## src/rtl/lbc_consts.vh

```
// constants for the loopback and per-channel controller block
// assumes an 8-bit microprocessor port and one 25 MHz clock
`ifndef LBC_CONSTS_VH
`define LBC_CONSTS_VH

// ************************************************************
// register offsets
// ************************************************************
`define LBC_ADDR_W 8
`define LBC_OFF_MASTER_DIAG 8'h0a
`define LBC_OFF_UNIT_CFG 8'h0b
`define LBC_OFF_TX_PSC_BASE 8'h10
`define LBC_OFF_RX_PSC_BASE 8'h18
`define LBC_PSC_BASE_MASK 8'hfc

// ************************************************************
// per-controller sub offsets
// ************************************************************
`define LBC_PSC_CFG 2'h0
`define LBC_PSC_STAT 2'h1
`define LBC_PSC_ADDRCTL 2'h2
`define LBC_PSC_DATA 2'h3

// ************************************************************
// field positions
// ************************************************************
`define LBC_BIT_LINE 0
`define LBC_BIT_PAYLOAD 1
`define LBC_BIT_DIAG 2
`define LBC_BIT_RX_DIG 0
`define LBC_BIT_TX_DIG 1
`define LBC_BIT_RX_ES_BYP 2
`define LBC_BIT_RX_BP_CLK 3
`define LBC_BIT_OUT_EN 0
`define LBC_BIT_INDIRECT 1
`define LBC_BIT_BUSY 0
`define LBC_BIT_RD_NWR 7
`define LBC_BIT_LOOP 6

// ************************************************************
// reset values and timing
// ************************************************************
`define LBC_RST_MASTER_DIAG 8'h00
`define LBC_RST_UNIT_CFG 8'h00
`define LBC_RST_PSC_CFG 8'h00
`define LBC_PSC_LOCATIONS 96
`define LBC_PSC_ACCESS_CYCLES 4

`endif

```

## src/rtl/lbc_psc.v

```verilog
// one per-channel serial controller: 96 locations, indirect access
// assumes register strobes are one-cycle pulses on mclk
`include "lbc_consts.vh"

module lbc_psc #(
	parameter DEPTH = `LBC_PSC_LOCATIONS,
	parameter ACC_CYCLES = `LBC_PSC_ACCESS_CYCLES
) (
	// clock and reset
	input wire mclk,
	input wire rst_n,
	// register access
	input wire reg_wr,
	input wire [1:0] reg_off,
	input wire [7:0] reg_wdata,
	output wire [7:0] cfg,
	output wire [7:0] addrctl,
	output wire [7:0] data_buf,
	output wire busy,
	// channel lookup
	input wire [6:0] chan,
	output reg [7:0] chan_ctl_r
);

	// ************************************************************
	// state
	// ************************************************************
	reg [7:0] mem [0:DEPTH-1];
	reg [7:0] cfg_r;
	reg [7:0] addrctl_r;
	reg [7:0] data_r;
	reg busy_r;
	reg [2:0] cnt_r;
	wire start;

	assign cfg = cfg_r;
	assign addrctl = addrctl_r;
	assign data_buf = data_r;
	assign busy = busy_r;
	// new access only in indirect mode and only when idle
	assign start = reg_wr && (reg_off == `LBC_PSC_ADDRCTL) && cfg_r[`LBC_BIT_INDIRECT] && !busy_r;

	// ************************************************************
	// configuration and access sequencing
	// ************************************************************
	always @(posedge mclk) begin
		if (!rst_n) begin
			cfg_r <= `LBC_RST_PSC_CFG;
			addrctl_r <= 8'h00;
			data_r <= 8'h00;
			busy_r <= 1'b0;
			cnt_r <= 3'h0;
		end else begin
			if (reg_wr && reg_off == `LBC_PSC_CFG) begin
				cfg_r <= reg_wdata;
			end
			if (reg_wr && reg_off == `LBC_PSC_DATA && !busy_r) begin
				data_r <= reg_wdata;
			end
			if (start) begin
				addrctl_r <= reg_wdata;
				busy_r <= 1'b1;
				cnt_r <= ACC_CYCLES[2:0] - 3'h1;
			end else if (busy_r) begin
				if (cnt_r == 3'h0) begin
					busy_r <= 1'b0;
					if (addrctl_r[`LBC_BIT_RD_NWR] && addrctl_r[6:0] < DEPTH) begin
						data_r <= mem[addrctl_r[6:0]];
					end
				end else begin
					cnt_r <= cnt_r - 3'h1;
				end
			end
		end
	end

	// ************************************************************
	// location memory
	// ************************************************************
	always @(posedge mclk) begin
		if (busy_r && cnt_r == 3'h0 && !addrctl_r[`LBC_BIT_RD_NWR] && addrctl_r[6:0] < DEPTH) begin
			mem[addrctl_r[6:0]] <= data_r;
		end
	end

	// ************************************************************
	// per-channel control output
	// ************************************************************
	always @(posedge mclk) begin
		if (!rst_n) begin
			chan_ctl_r <= 8'h00;
		end else if (cfg_r[`LBC_BIT_OUT_EN] && chan < DEPTH) begin
			chan_ctl_r <= mem[chan];
		end else begin
			chan_ctl_r <= 8'h00;
		end
	end

endmodule

```

## src/rtl/lbc_top.v

```verilog
// loopback control and per-channel controllers of an E1/T1 framer
// assumes all stream inputs are single bits synchronous to mclk
//
// Contract
// - line return set: recovered receive data feeds transmit jitter attenuator.
// - line return source is recovery output, or sampled digital input if selected.
// - payload return set: receive elastic store output drives transmitter input.
// - payload return reads the store on transmit timing, follows transmit frame.
// - frame alignment arbitrary with transmit store, else backplane frame pulse.
// - enabled signaling insertion overwrites returned data; receive signaling not realigned.
// - diagnostic return set: transmit attenuator output drives the receiver inputs.
// - analog mode dual-rail to recovery; digital mode single-rail to receive attenuator.
// - selected receive channels replace transmit channels; others pass unchanged; not applied while payload return is set.
// - after reset both controllers are in direct mode; software sets indirect.
// - busy reads high during an access and low once done.
// - busy rises right after the address write and holds until done.
// - line and payload returns may be started at any time.
`include "lbc_consts.vh"

module lbc_top #(
	parameter DEPTH = `LBC_PSC_LOCATIONS,
	parameter ACC_CYCLES = `LBC_PSC_ACCESS_CYCLES
) (
	// clock and reset
	input wire mclk,
	input wire rst_n,
	// microprocessor port
	input wire [7:0] cpu_addr,
	input wire cpu_wr,
	input wire cpu_rd,
	input wire [7:0] cpu_wdata,
	output reg [7:0] cpu_rdata_r,
	// receive line side
	input wire clock_data_recovery_out,
	input wire rx_digital_data_in,
	input wire line_rz_pos,
	input wire line_rz_neg,
	// transmit path
	input wire tx_normal_data,
	input wire backplane_tx_data,
	input wire [6:0] tx_chan,
	input wire tx_sig_insert_en,
	input wire tx_sig_bit_slot,
	input wire tx_sig_bit,
	input wire tx_elastic_bypass,
	input wire backplane_tx_frame_pulse,
	input wire tx_frame_align_int,
	// receive path
	input wire rx_elastic_store_out,
	input wire rx_chan_data,
	input wire [6:0] rx_chan,
	// transmit jitter attenuator outputs
	input wire tja_rz_pos,
	input wire tja_rz_neg,
	input wire tja_nrz,
	// stream outputs
	output reg tx_ja_in_r,
	output reg tx_pcm_in_r,
	output reg cdr_in_pos_r,
	output reg cdr_in_neg_r,
	output reg rx_ja_in_r,
	output reg rx_es_read_tx_clk_r,
	output reg rx_es_frame_align_r,
	// configuration outputs
	output reg rx_digital_select_r,
	output reg tx_digital_select_r,
	output reg rx_elastic_bypass_r,
	output reg rx_backplane_clock_sel_r,
	output reg [7:0] rx_psc_ctl_r
);

	// ************************************************************
	// decode helpers
	// ************************************************************
	function psc_hit;
		input [7:0] a;
		input [7:0] base;
		begin
			psc_hit = ((a & `LBC_PSC_BASE_MASK) == base);
		end
	endfunction

	// ************************************************************
	// registers
	// ************************************************************
	reg [7:0] master_diagnostics_r;
	reg [7:0] unit_cfg_r;
	reg rx_dig_sample_r;
	reg rx_chan_data_r;
	wire line_return_enable;
	wire payload_return_enable;
	wire diag_digital_return_enable;
	wire rx_sel;
	wire tx_wr;
	wire rx_wr;
	wire [7:0] tx_cfg;
	wire [7:0] tx_addrctl;
	wire [7:0] tx_data;
	wire tx_busy;
	wire [7:0] rx_cfg;
	wire [7:0] rx_addrctl;
	wire [7:0] rx_data;
	wire rx_busy;
	wire [7:0] tx_chan_ctl;
	wire [7:0] rx_chan_ctl;
	reg [7:0] rd_nxt;
	reg pcm_nxt;

	assign line_return_enable = master_diagnostics_r[`LBC_BIT_LINE];
	assign payload_return_enable = master_diagnostics_r[`LBC_BIT_PAYLOAD];
	assign diag_digital_return_enable = master_diagnostics_r[`LBC_BIT_DIAG];
	assign rx_sel = unit_cfg_r[`LBC_BIT_RX_DIG];
	assign tx_wr = cpu_wr && psc_hit(cpu_addr, `LBC_OFF_TX_PSC_BASE);
	assign rx_wr = cpu_wr && psc_hit(cpu_addr, `LBC_OFF_RX_PSC_BASE);

	// mode bits are writable at any moment, no gating
	always @(posedge mclk) begin
		if (!rst_n) begin
			master_diagnostics_r <= `LBC_RST_MASTER_DIAG;
			unit_cfg_r <= `LBC_RST_UNIT_CFG;
		end else if (cpu_wr) begin
			if (cpu_addr == `LBC_OFF_MASTER_DIAG) begin
				master_diagnostics_r <= cpu_wdata;
			end
			if (cpu_addr == `LBC_OFF_UNIT_CFG) begin
				unit_cfg_r <= cpu_wdata;
			end
		end
	end

	// ************************************************************
	// per-channel controllers
	// ************************************************************
	lbc_psc #(
		.DEPTH(DEPTH),
		.ACC_CYCLES(ACC_CYCLES)
	) u_tx_per_channel_ctrl (
		.mclk(mclk),
		.rst_n(rst_n),
		.reg_wr(tx_wr),
		.reg_off(cpu_addr[1:0]),
		.reg_wdata(cpu_wdata),
		.cfg(tx_cfg),
		.addrctl(tx_addrctl),
		.data_buf(tx_data),
		.busy(tx_busy),
		.chan(tx_chan),
		.chan_ctl_r(tx_chan_ctl)
	);

	lbc_psc #(
		.DEPTH(DEPTH),
		.ACC_CYCLES(ACC_CYCLES)
	) u_rx_per_channel_ctrl (
		.mclk(mclk),
		.rst_n(rst_n),
		.reg_wr(rx_wr),
		.reg_off(cpu_addr[1:0]),
		.reg_wdata(cpu_wdata),
		.cfg(rx_cfg),
		.addrctl(rx_addrctl),
		.data_buf(rx_data),
		.busy(rx_busy),
		.chan(rx_chan),
		.chan_ctl_r(rx_chan_ctl)
	);

	// ************************************************************
	// register read
	// ************************************************************
	always @* begin
		rd_nxt = 8'h00;
		if (cpu_addr == `LBC_OFF_MASTER_DIAG) begin
			rd_nxt = master_diagnostics_r;
		end else if (cpu_addr == `LBC_OFF_UNIT_CFG) begin
			rd_nxt = unit_cfg_r;
		end else if (psc_hit(cpu_addr, `LBC_OFF_TX_PSC_BASE)) begin
			case (cpu_addr[1:0])
				`LBC_PSC_CFG: rd_nxt = tx_cfg;
				`LBC_PSC_STAT: rd_nxt = {7'h00, tx_busy};
				`LBC_PSC_ADDRCTL: rd_nxt = tx_addrctl;
				default: rd_nxt = tx_data;
			endcase
		end else if (psc_hit(cpu_addr, `LBC_OFF_RX_PSC_BASE)) begin
			case (cpu_addr[1:0])
				`LBC_PSC_CFG: rd_nxt = rx_cfg;
				`LBC_PSC_STAT: rd_nxt = {7'h00, rx_busy};
				`LBC_PSC_ADDRCTL: rd_nxt = rx_addrctl;
				default: rd_nxt = rx_data;
			endcase
		end
	end

	always @(posedge mclk) begin
		if (!rst_n) begin
			cpu_rdata_r <= 8'h00;
		end else if (cpu_rd) begin
			cpu_rdata_r <= rd_nxt;
		end
	end

	// ************************************************************
	// transmit payload path
	// ************************************************************
	always @* begin
		pcm_nxt = payload_return_enable ? rx_elastic_store_out : backplane_tx_data;
		if (!payload_return_enable && tx_chan_ctl[`LBC_BIT_LOOP]) begin
			pcm_nxt = rx_chan_data_r;
		end
		if (tx_sig_insert_en && tx_sig_bit_slot) begin
			pcm_nxt = tx_sig_bit;
		end
	end

	// ************************************************************
	// stream multiplexers
	// ************************************************************
	always @(posedge mclk) begin
		if (!rst_n) begin
			rx_dig_sample_r <= 1'b0;
			rx_chan_data_r <= 1'b0;
			tx_ja_in_r <= 1'b0;
			tx_pcm_in_r <= 1'b0;
			cdr_in_pos_r <= 1'b0;
			cdr_in_neg_r <= 1'b0;
			rx_ja_in_r <= 1'b0;
			rx_es_read_tx_clk_r <= 1'b0;
			rx_es_frame_align_r <= 1'b0;
		end else begin
			rx_dig_sample_r <= rx_digital_data_in;
			rx_chan_data_r <= rx_chan_data;
			if (line_return_enable) begin
				tx_ja_in_r <= rx_sel ? rx_dig_sample_r : clock_data_recovery_out;
			end else begin
				tx_ja_in_r <= tx_normal_data;
			end
			tx_pcm_in_r <= pcm_nxt;
			rx_es_read_tx_clk_r <= payload_return_enable;
			if (payload_return_enable) begin
				rx_es_frame_align_r <= tx_elastic_bypass ? backplane_tx_frame_pulse
					: tx_frame_align_int;
			end else begin
				rx_es_frame_align_r <= 1'b0;
			end
			if (diag_digital_return_enable && !rx_sel) begin
				cdr_in_pos_r <= tja_rz_pos;
				cdr_in_neg_r <= tja_rz_neg;
			end else begin
				cdr_in_pos_r <= line_rz_pos;
				cdr_in_neg_r <= line_rz_neg;
			end
			if (diag_digital_return_enable && rx_sel) begin
				rx_ja_in_r <= tja_nrz;
			end else begin
				rx_ja_in_r <= rx_digital_data_in;
			end
		end
	end

	// ************************************************************
	// configuration outputs
	// ************************************************************
	always @(posedge mclk) begin
		if (!rst_n) begin
			rx_digital_select_r <= 1'b0;
			tx_digital_select_r <= 1'b0;
			rx_elastic_bypass_r <= 1'b0;
			rx_backplane_clock_sel_r <= 1'b0;
			rx_psc_ctl_r <= 8'h00;
		end else begin
			rx_digital_select_r <= unit_cfg_r[`LBC_BIT_RX_DIG];
			tx_digital_select_r <= unit_cfg_r[`LBC_BIT_TX_DIG];
			rx_elastic_bypass_r <= unit_cfg_r[`LBC_BIT_RX_ES_BYP];
			rx_backplane_clock_sel_r <= unit_cfg_r[`LBC_BIT_RX_BP_CLK];
			rx_psc_ctl_r <= rx_chan_ctl;
		end
	end

endmodule

```

## config.mk

```make
export PLATFORM = sky130hd
export DESIGN_NAME = lbc_top
export DESIGN_NICKNAME = d
export VERILOG_FILES = /design/src/rtl/lbc_psc.v /design/src/rtl/lbc_top.v
export VERILOG_INCLUDE_DIRS = /design/src /design/src/rtl
export SDC_FILE = /design/constraint.sdc
export NUM_CORES = 2
export LEC_CHECK = 0
export BUFFER_PORTS_ARGS = -buffer_cell sky130_fd_sc_hd__clkbuf_2
export CORE_UTILIZATION = 50
export CTS_CLUSTER_SIZE = 40
export DETAILED_ROUTE_END_ITERATION = 10
export GPL_ROUTABILITY_DRIVEN = 0
export GPL_TIMING_DRIVEN = 0
export MAX_ROUTING_LAYER = met4
export PLACE_DENSITY = 0.71
export SLEW_MARGIN = 25
export SYNTH_ARGS = -nofsm -noshare
export SYNTH_HDL_FRONTEND = slang
export SYNTH_HIERARCHICAL = 1
export SYNTH_SLANG_ARGS = --single-unit
```

## constraint.sdc

```tcl
create_clock -name mclk -period 5.3 [get_ports mclk]
set_input_delay 1.06 -clock mclk [delete_from_list [all_inputs] [get_ports mclk]]
set_output_delay 1.06 -clock mclk [all_outputs]
set_load 0.01 [all_outputs]
```

; ---- Yosys cells after proc, flatten, opt, wreduce, memory -nomap -nowiden
; Memories as Yosys holds them, arrays and structs flattened. A register that Yosys moved wholly into a read port is not among the register bits.
; Cells that the tools add are included.
[classes]
add_sub_neg = 2
n_lt_le_gt_ge = 4
eq_ne = 9
n_mux = 45
bitwise_logic = 3
reduce_logical = 52
[ops]
columns = operator, n
row1 = 2-to-1 mux 8 bit, 14
row2 = one-hot mux 8 bit (3 select lines), 2
row3 = logical AND 1 bit, 28
row4 = < comparator 7 bit (second input constant), 4
row5 = 2-to-1 mux 7 bit, 4
row6 = 2-to-1 mux 1 bit, 19
row7 = AND reduction 2 bit, 9
row8 = == test 8 x 4 -> 1 bit (second input constant), 2
row9 = == test 6 x 3 -> 1 bit (second input constant), 2
row10 = 2-to-1 mux 2 bit, 6
row11 = zero test 1 bit, 8
row12 = zero test 3 bit, 2
row13 = subtractor 3 x 1 -> 3 bit (second input constant), 2
row14 = == test 2 bit (second input constant), 2
row15 = != test 2 x 1 -> 1 bit (second input constant), 2
row16 = nonzero test 2 bit, 2
row17 = OR reduction 2 bit, 2
row18 = NOT 1 bit, 3
row19 = == test 2 x 1 -> 1 bit (second input constant), 1
row20 = zero test 2 bit, 1
[totals]
register_bits = 101
ramBits = 1536
input_bits = 51
elab_cells = 146
n_memories = 2
[memory_table]
columns = name, words, word_bits, rd, rd_clocked_by_memory_dff, wr, line_no
row1 = u_rx_per_channel_ctrl.mem, 96, 8, 2, 2, 1, lbc_psc.v:28  ; reg [7:0] mem [0:DEPTH-1];
row2 = u_tx_per_channel_ctrl.mem, 96, 8, 2, 2, 1, lbc_psc.v:28

; ---- Longest topological paths before layout
[depth]
ltp_word = 9
depth_mapped = 10
mapped_depth_nobuf = 7

; ---- By module
; The synthesis kept the hierarchy.
[modules_own_cells]
columns = mod, n_inst, cells_per_inst, area_per_inst_um2, seq_area_each_um2
row1 = lbc_psc, 2, 1948, 37551.0, 23922.9
row2 = lbc_top, 1, 248, 2259.7, 900.9

; ---- Worst setup path after synthesis
; OpenSTA, ideal clock, no wires.
[synth_timing]
path_type = in2reg
start = input rx_chan[1]
end = register u_rx_per_channel_ctrl.chan_ctl_r[1], read port of u_rx_per_channel_ctrl.mem
setup_ps = 138
arrival_time_ps = 2972
t_required_ps = 5162
path_slack_ps = 2191
path_stages = 7
path_cell_list = buf_2 > buf_2 > buf_1 > mux4_2 > mux4_2 > a22oi_1 > o221ai_1
[synth_between]
elab_chain_cells = 4
[synth_lines]
columns = item, line_no
row1 = "start, declared", lbc_top.v:51  ; input wire [6:0] rx_chan,
row2 = < comparator 7 bit, lbc_psc.v:92  ; end else if (cfg_r[`LBC_BIT_OUT_EN] && chan < DEPTH) begin
row3 = logical AND 1 bit, lbc_psc.v:92
row4 = AND reduction 2 bit (no line), -
row5 = zero test 1 bit (no line), -
row6 = "end, declared", lbc_psc.v:22  ; output reg [7:0] chan_ctl_r
; Several ways; a longest one is shown, not always the timed one.
; A chain may end at the register's enable or synchronous reset.

==> run summary <==
Area growth, synth to finish - 11.9%
Worst vdd ir - 0.386 mV
Vias/cell - 6.92
Num Clock Sinks - 1,660
Clock Path Buffers - 3
Die height - 382 um
CP Data Arrival Time - 5500 ps
Crit path cell chain - buf_2, buf_1, mux4_2, a221oi_1, o21ai_0, a22oi_1, o221ai_1, and3_1
Startpoint types - flip-flop
Max Cap Violations - 0
Critical path endpoint category - flip-flop
Port Buf Inserts - 65
First-pass GRT wire length - 305,000 um
Gr usage total - 30.8%
Worst hold slack - 458 ps
Clk slew on worst S/H paths - 60 ps
Final worst path period need - 4790 ps
Clock root buffer - clkbuf_16
Setup Buffers After CTS - 0
Min-delay src - rx_chan_data
FF-to-FF path depth - 8
Reg2reg setup slack - 510 ps
Initial Util - 50.7%
Hold path depth - 2
CP peak stage delay - 940 ps
Die Area - 0.146 mm^2
Reg2reg end - u_rx_per_channel_ctrl/data_buf[4]$_SDFF_PN0_
Synthesized Nets - 3,872
Crit Path Max Fanout - 10
Syn Area/Cell - 18.9 um^2
Worst Tran Pin Value - 1240 ps
Post-route DRC - 0
CTS resizes - 0
Pwr/cell area - 326 mW/mm^2
Slew Limit Fails - 0
Hold_buf cts - 0
Yosys warns - 6
Final Hold Viols - 0
FMAX - 209 MHz
Num CTS Buffers - 164
Status - finished clean
Antenna viol nets, final - 0
Worst slew margin - 17.0%
Vias - 42,200
Detailed Place HPWL - 145,000 um
Vias in the first global route - 41,400
Initial antenna violation count - 6
Fin crit share - 90.4%
GRT overflow - 0
Netlist Area Pre-Place - 0.0721 mm^2
CTS tree - built
Clock skew - 41.7 ps
Largest net degree at the start of global routing - 69
Die span in x - 382 um
Worst min-delay path endpoint - rx_chan_data_r$_SDFF_PN0_
# nets final - 4,120
Leakage power - 22.1 nW
Boundary Pins - 78
Area after DPL - 0.0752 mm^2
Synth Instances - 3,817
Slowest cell on the critical path - buf_1
Share of layout cells above drive strength 1 - 27.6%
Wire per inst - 35.8 um
Setup tns final - 0 ps
CP required - 6010 ps
H-tree depth - 4
Final instance area - 0.0807 mm^2
RSZ-0062 raised after global routing - no
Clk_lat worst skew - 840 ps
DRT Wirelength - 218,000 um
# setup viols final - 0
Power Total - 26.3 mW
CP Class - reg -> reg
DRT iter0 DRCs - 6,779
Area of the core - 0.142 mm^2
Hold Path Class - in -> reg
First drt pass iteration count - 8
Row count - 138
flip-flops by register name, summed over array words and instances, names as in the netlist, 8 cells and up, named ones only:
register,count
u_rx_per_channel_ctrl/mem,768
u_tx_per_channel_ctrl/mem,768
cpu_rdata_r,8
master_diagnostics_r,8
rx_psc_ctl_r,8
u_rx_per_channel_ctrl/addrctl,8
u_rx_per_channel_ctrl/cfg,8
u_rx_per_channel_ctrl/chan_ctl_r,8
u_rx_per_channel_ctrl/data_buf,8
u_tx_per_channel_ctrl/addrctl,8
u_tx_per_channel_ctrl/cfg,8
u_tx_per_channel_ctrl/data_buf,8
unit_cfg_r,8
worst max path at each step:
stage	slack [ps]	from	to	cells after the start
final	510	flip-flop	u_rx_per_channel_ctrl/data_buf[4]$_SDFF_PN0_	8
after global routing	780	flip-flop	u_rx_per_channel_ctrl/data_buf[4]$_SDFF_PN0_	8
after CTS	1080	flip-flop	u_rx_per_channel_ctrl/data_buf[4]$_SDFF_PN0_	8
after detailed placement	300	rx_chan[2]	u_rx_per_channel_ctrl/chan_ctl_r[4]$_SDFF_PN0_	8
after global placement	270	rx_chan[2]	u_rx_per_channel_ctrl/chan_ctl_r[4]$_SDFF_PN0_	8
after floorplan	2190	rx_chan[1]	u_rx_per_channel_ctrl/chan_ctl_r[1]$_SDFF_PN0_	7
metrics by stage:
step	utilization (%)	std cells	setup WS (ps)
3_5_place_dp	52.9	5788	296
6_report	56.7	6101	509
2_1_floorplan	-	3817	2190
4_1_cts	56.7	6093	1080
5_1_grt	56.7	6099	776
3_3_place_gp	52.5	5772	269
where the power goes:
group	switching [mW]	internal [mW]	leakage, nW	total, mW
Sequential	0.00508	14.1	12.7	14.1
Clock	5.16	6.56	2.63	11.7
Combinational	0.340	0.185	6.78	0.525
layout by cell type, fill, tap and decap left out, types with 29 or more instances in the layout:
cell	count
dfxtp_1	108
a21oi_1	66
clkinv_1	34
nor2b_1	77
buf_2	99
clkbuf_2	73
clkbuf_16	164
mux4_2	567
buf_4	62
a22oi_1	39
mux2_2	43
nor2_1	225
clkinv_2	29
edfxtp_1	1536
nand3_1	33
a22o_1	32
mux2i_1	312
a221oi_1	85
o221ai_1	37
clkbuf_1	105
o21ai_0	56
nand2_1	101
area by class of cell:
type	instances	area (um^2)
Tap cell	1890	2360
Multi-Input combinational cell	1847	21800
Fill cell	10600	61600
Inverter	19	71.3
Clock inverter	105	1120
Antenna cell	7	17.5
Timing Repair Buffer	82	694
Sequential cell	1660	48700
Buffer	291	1650
Clock buffer	200	4310
critical path, delay by kind of cell, from the launching register on:
family,cells,cell delay (ps)
compound gates,4,2050
buf+inv,2,1370
flops,1,510
mux,1,430
simple gates,1,290
metal layers:
| metal | vias up | GRT usage [%] | part of all wire (%) |
|---|---|---|---|
| met5 | - | - | 0 |
| met4 | 0 | 18.2 | 7.2 |
| met3 | 873 | 8.84 | 12 |
| met2 | 3231 | 45.9 | 46 |
| met1 | 21700 | 37.7 | 34 |
| li1 | 16400 | - | - |
Note: power is estimated with default switching activity, not from simulation.
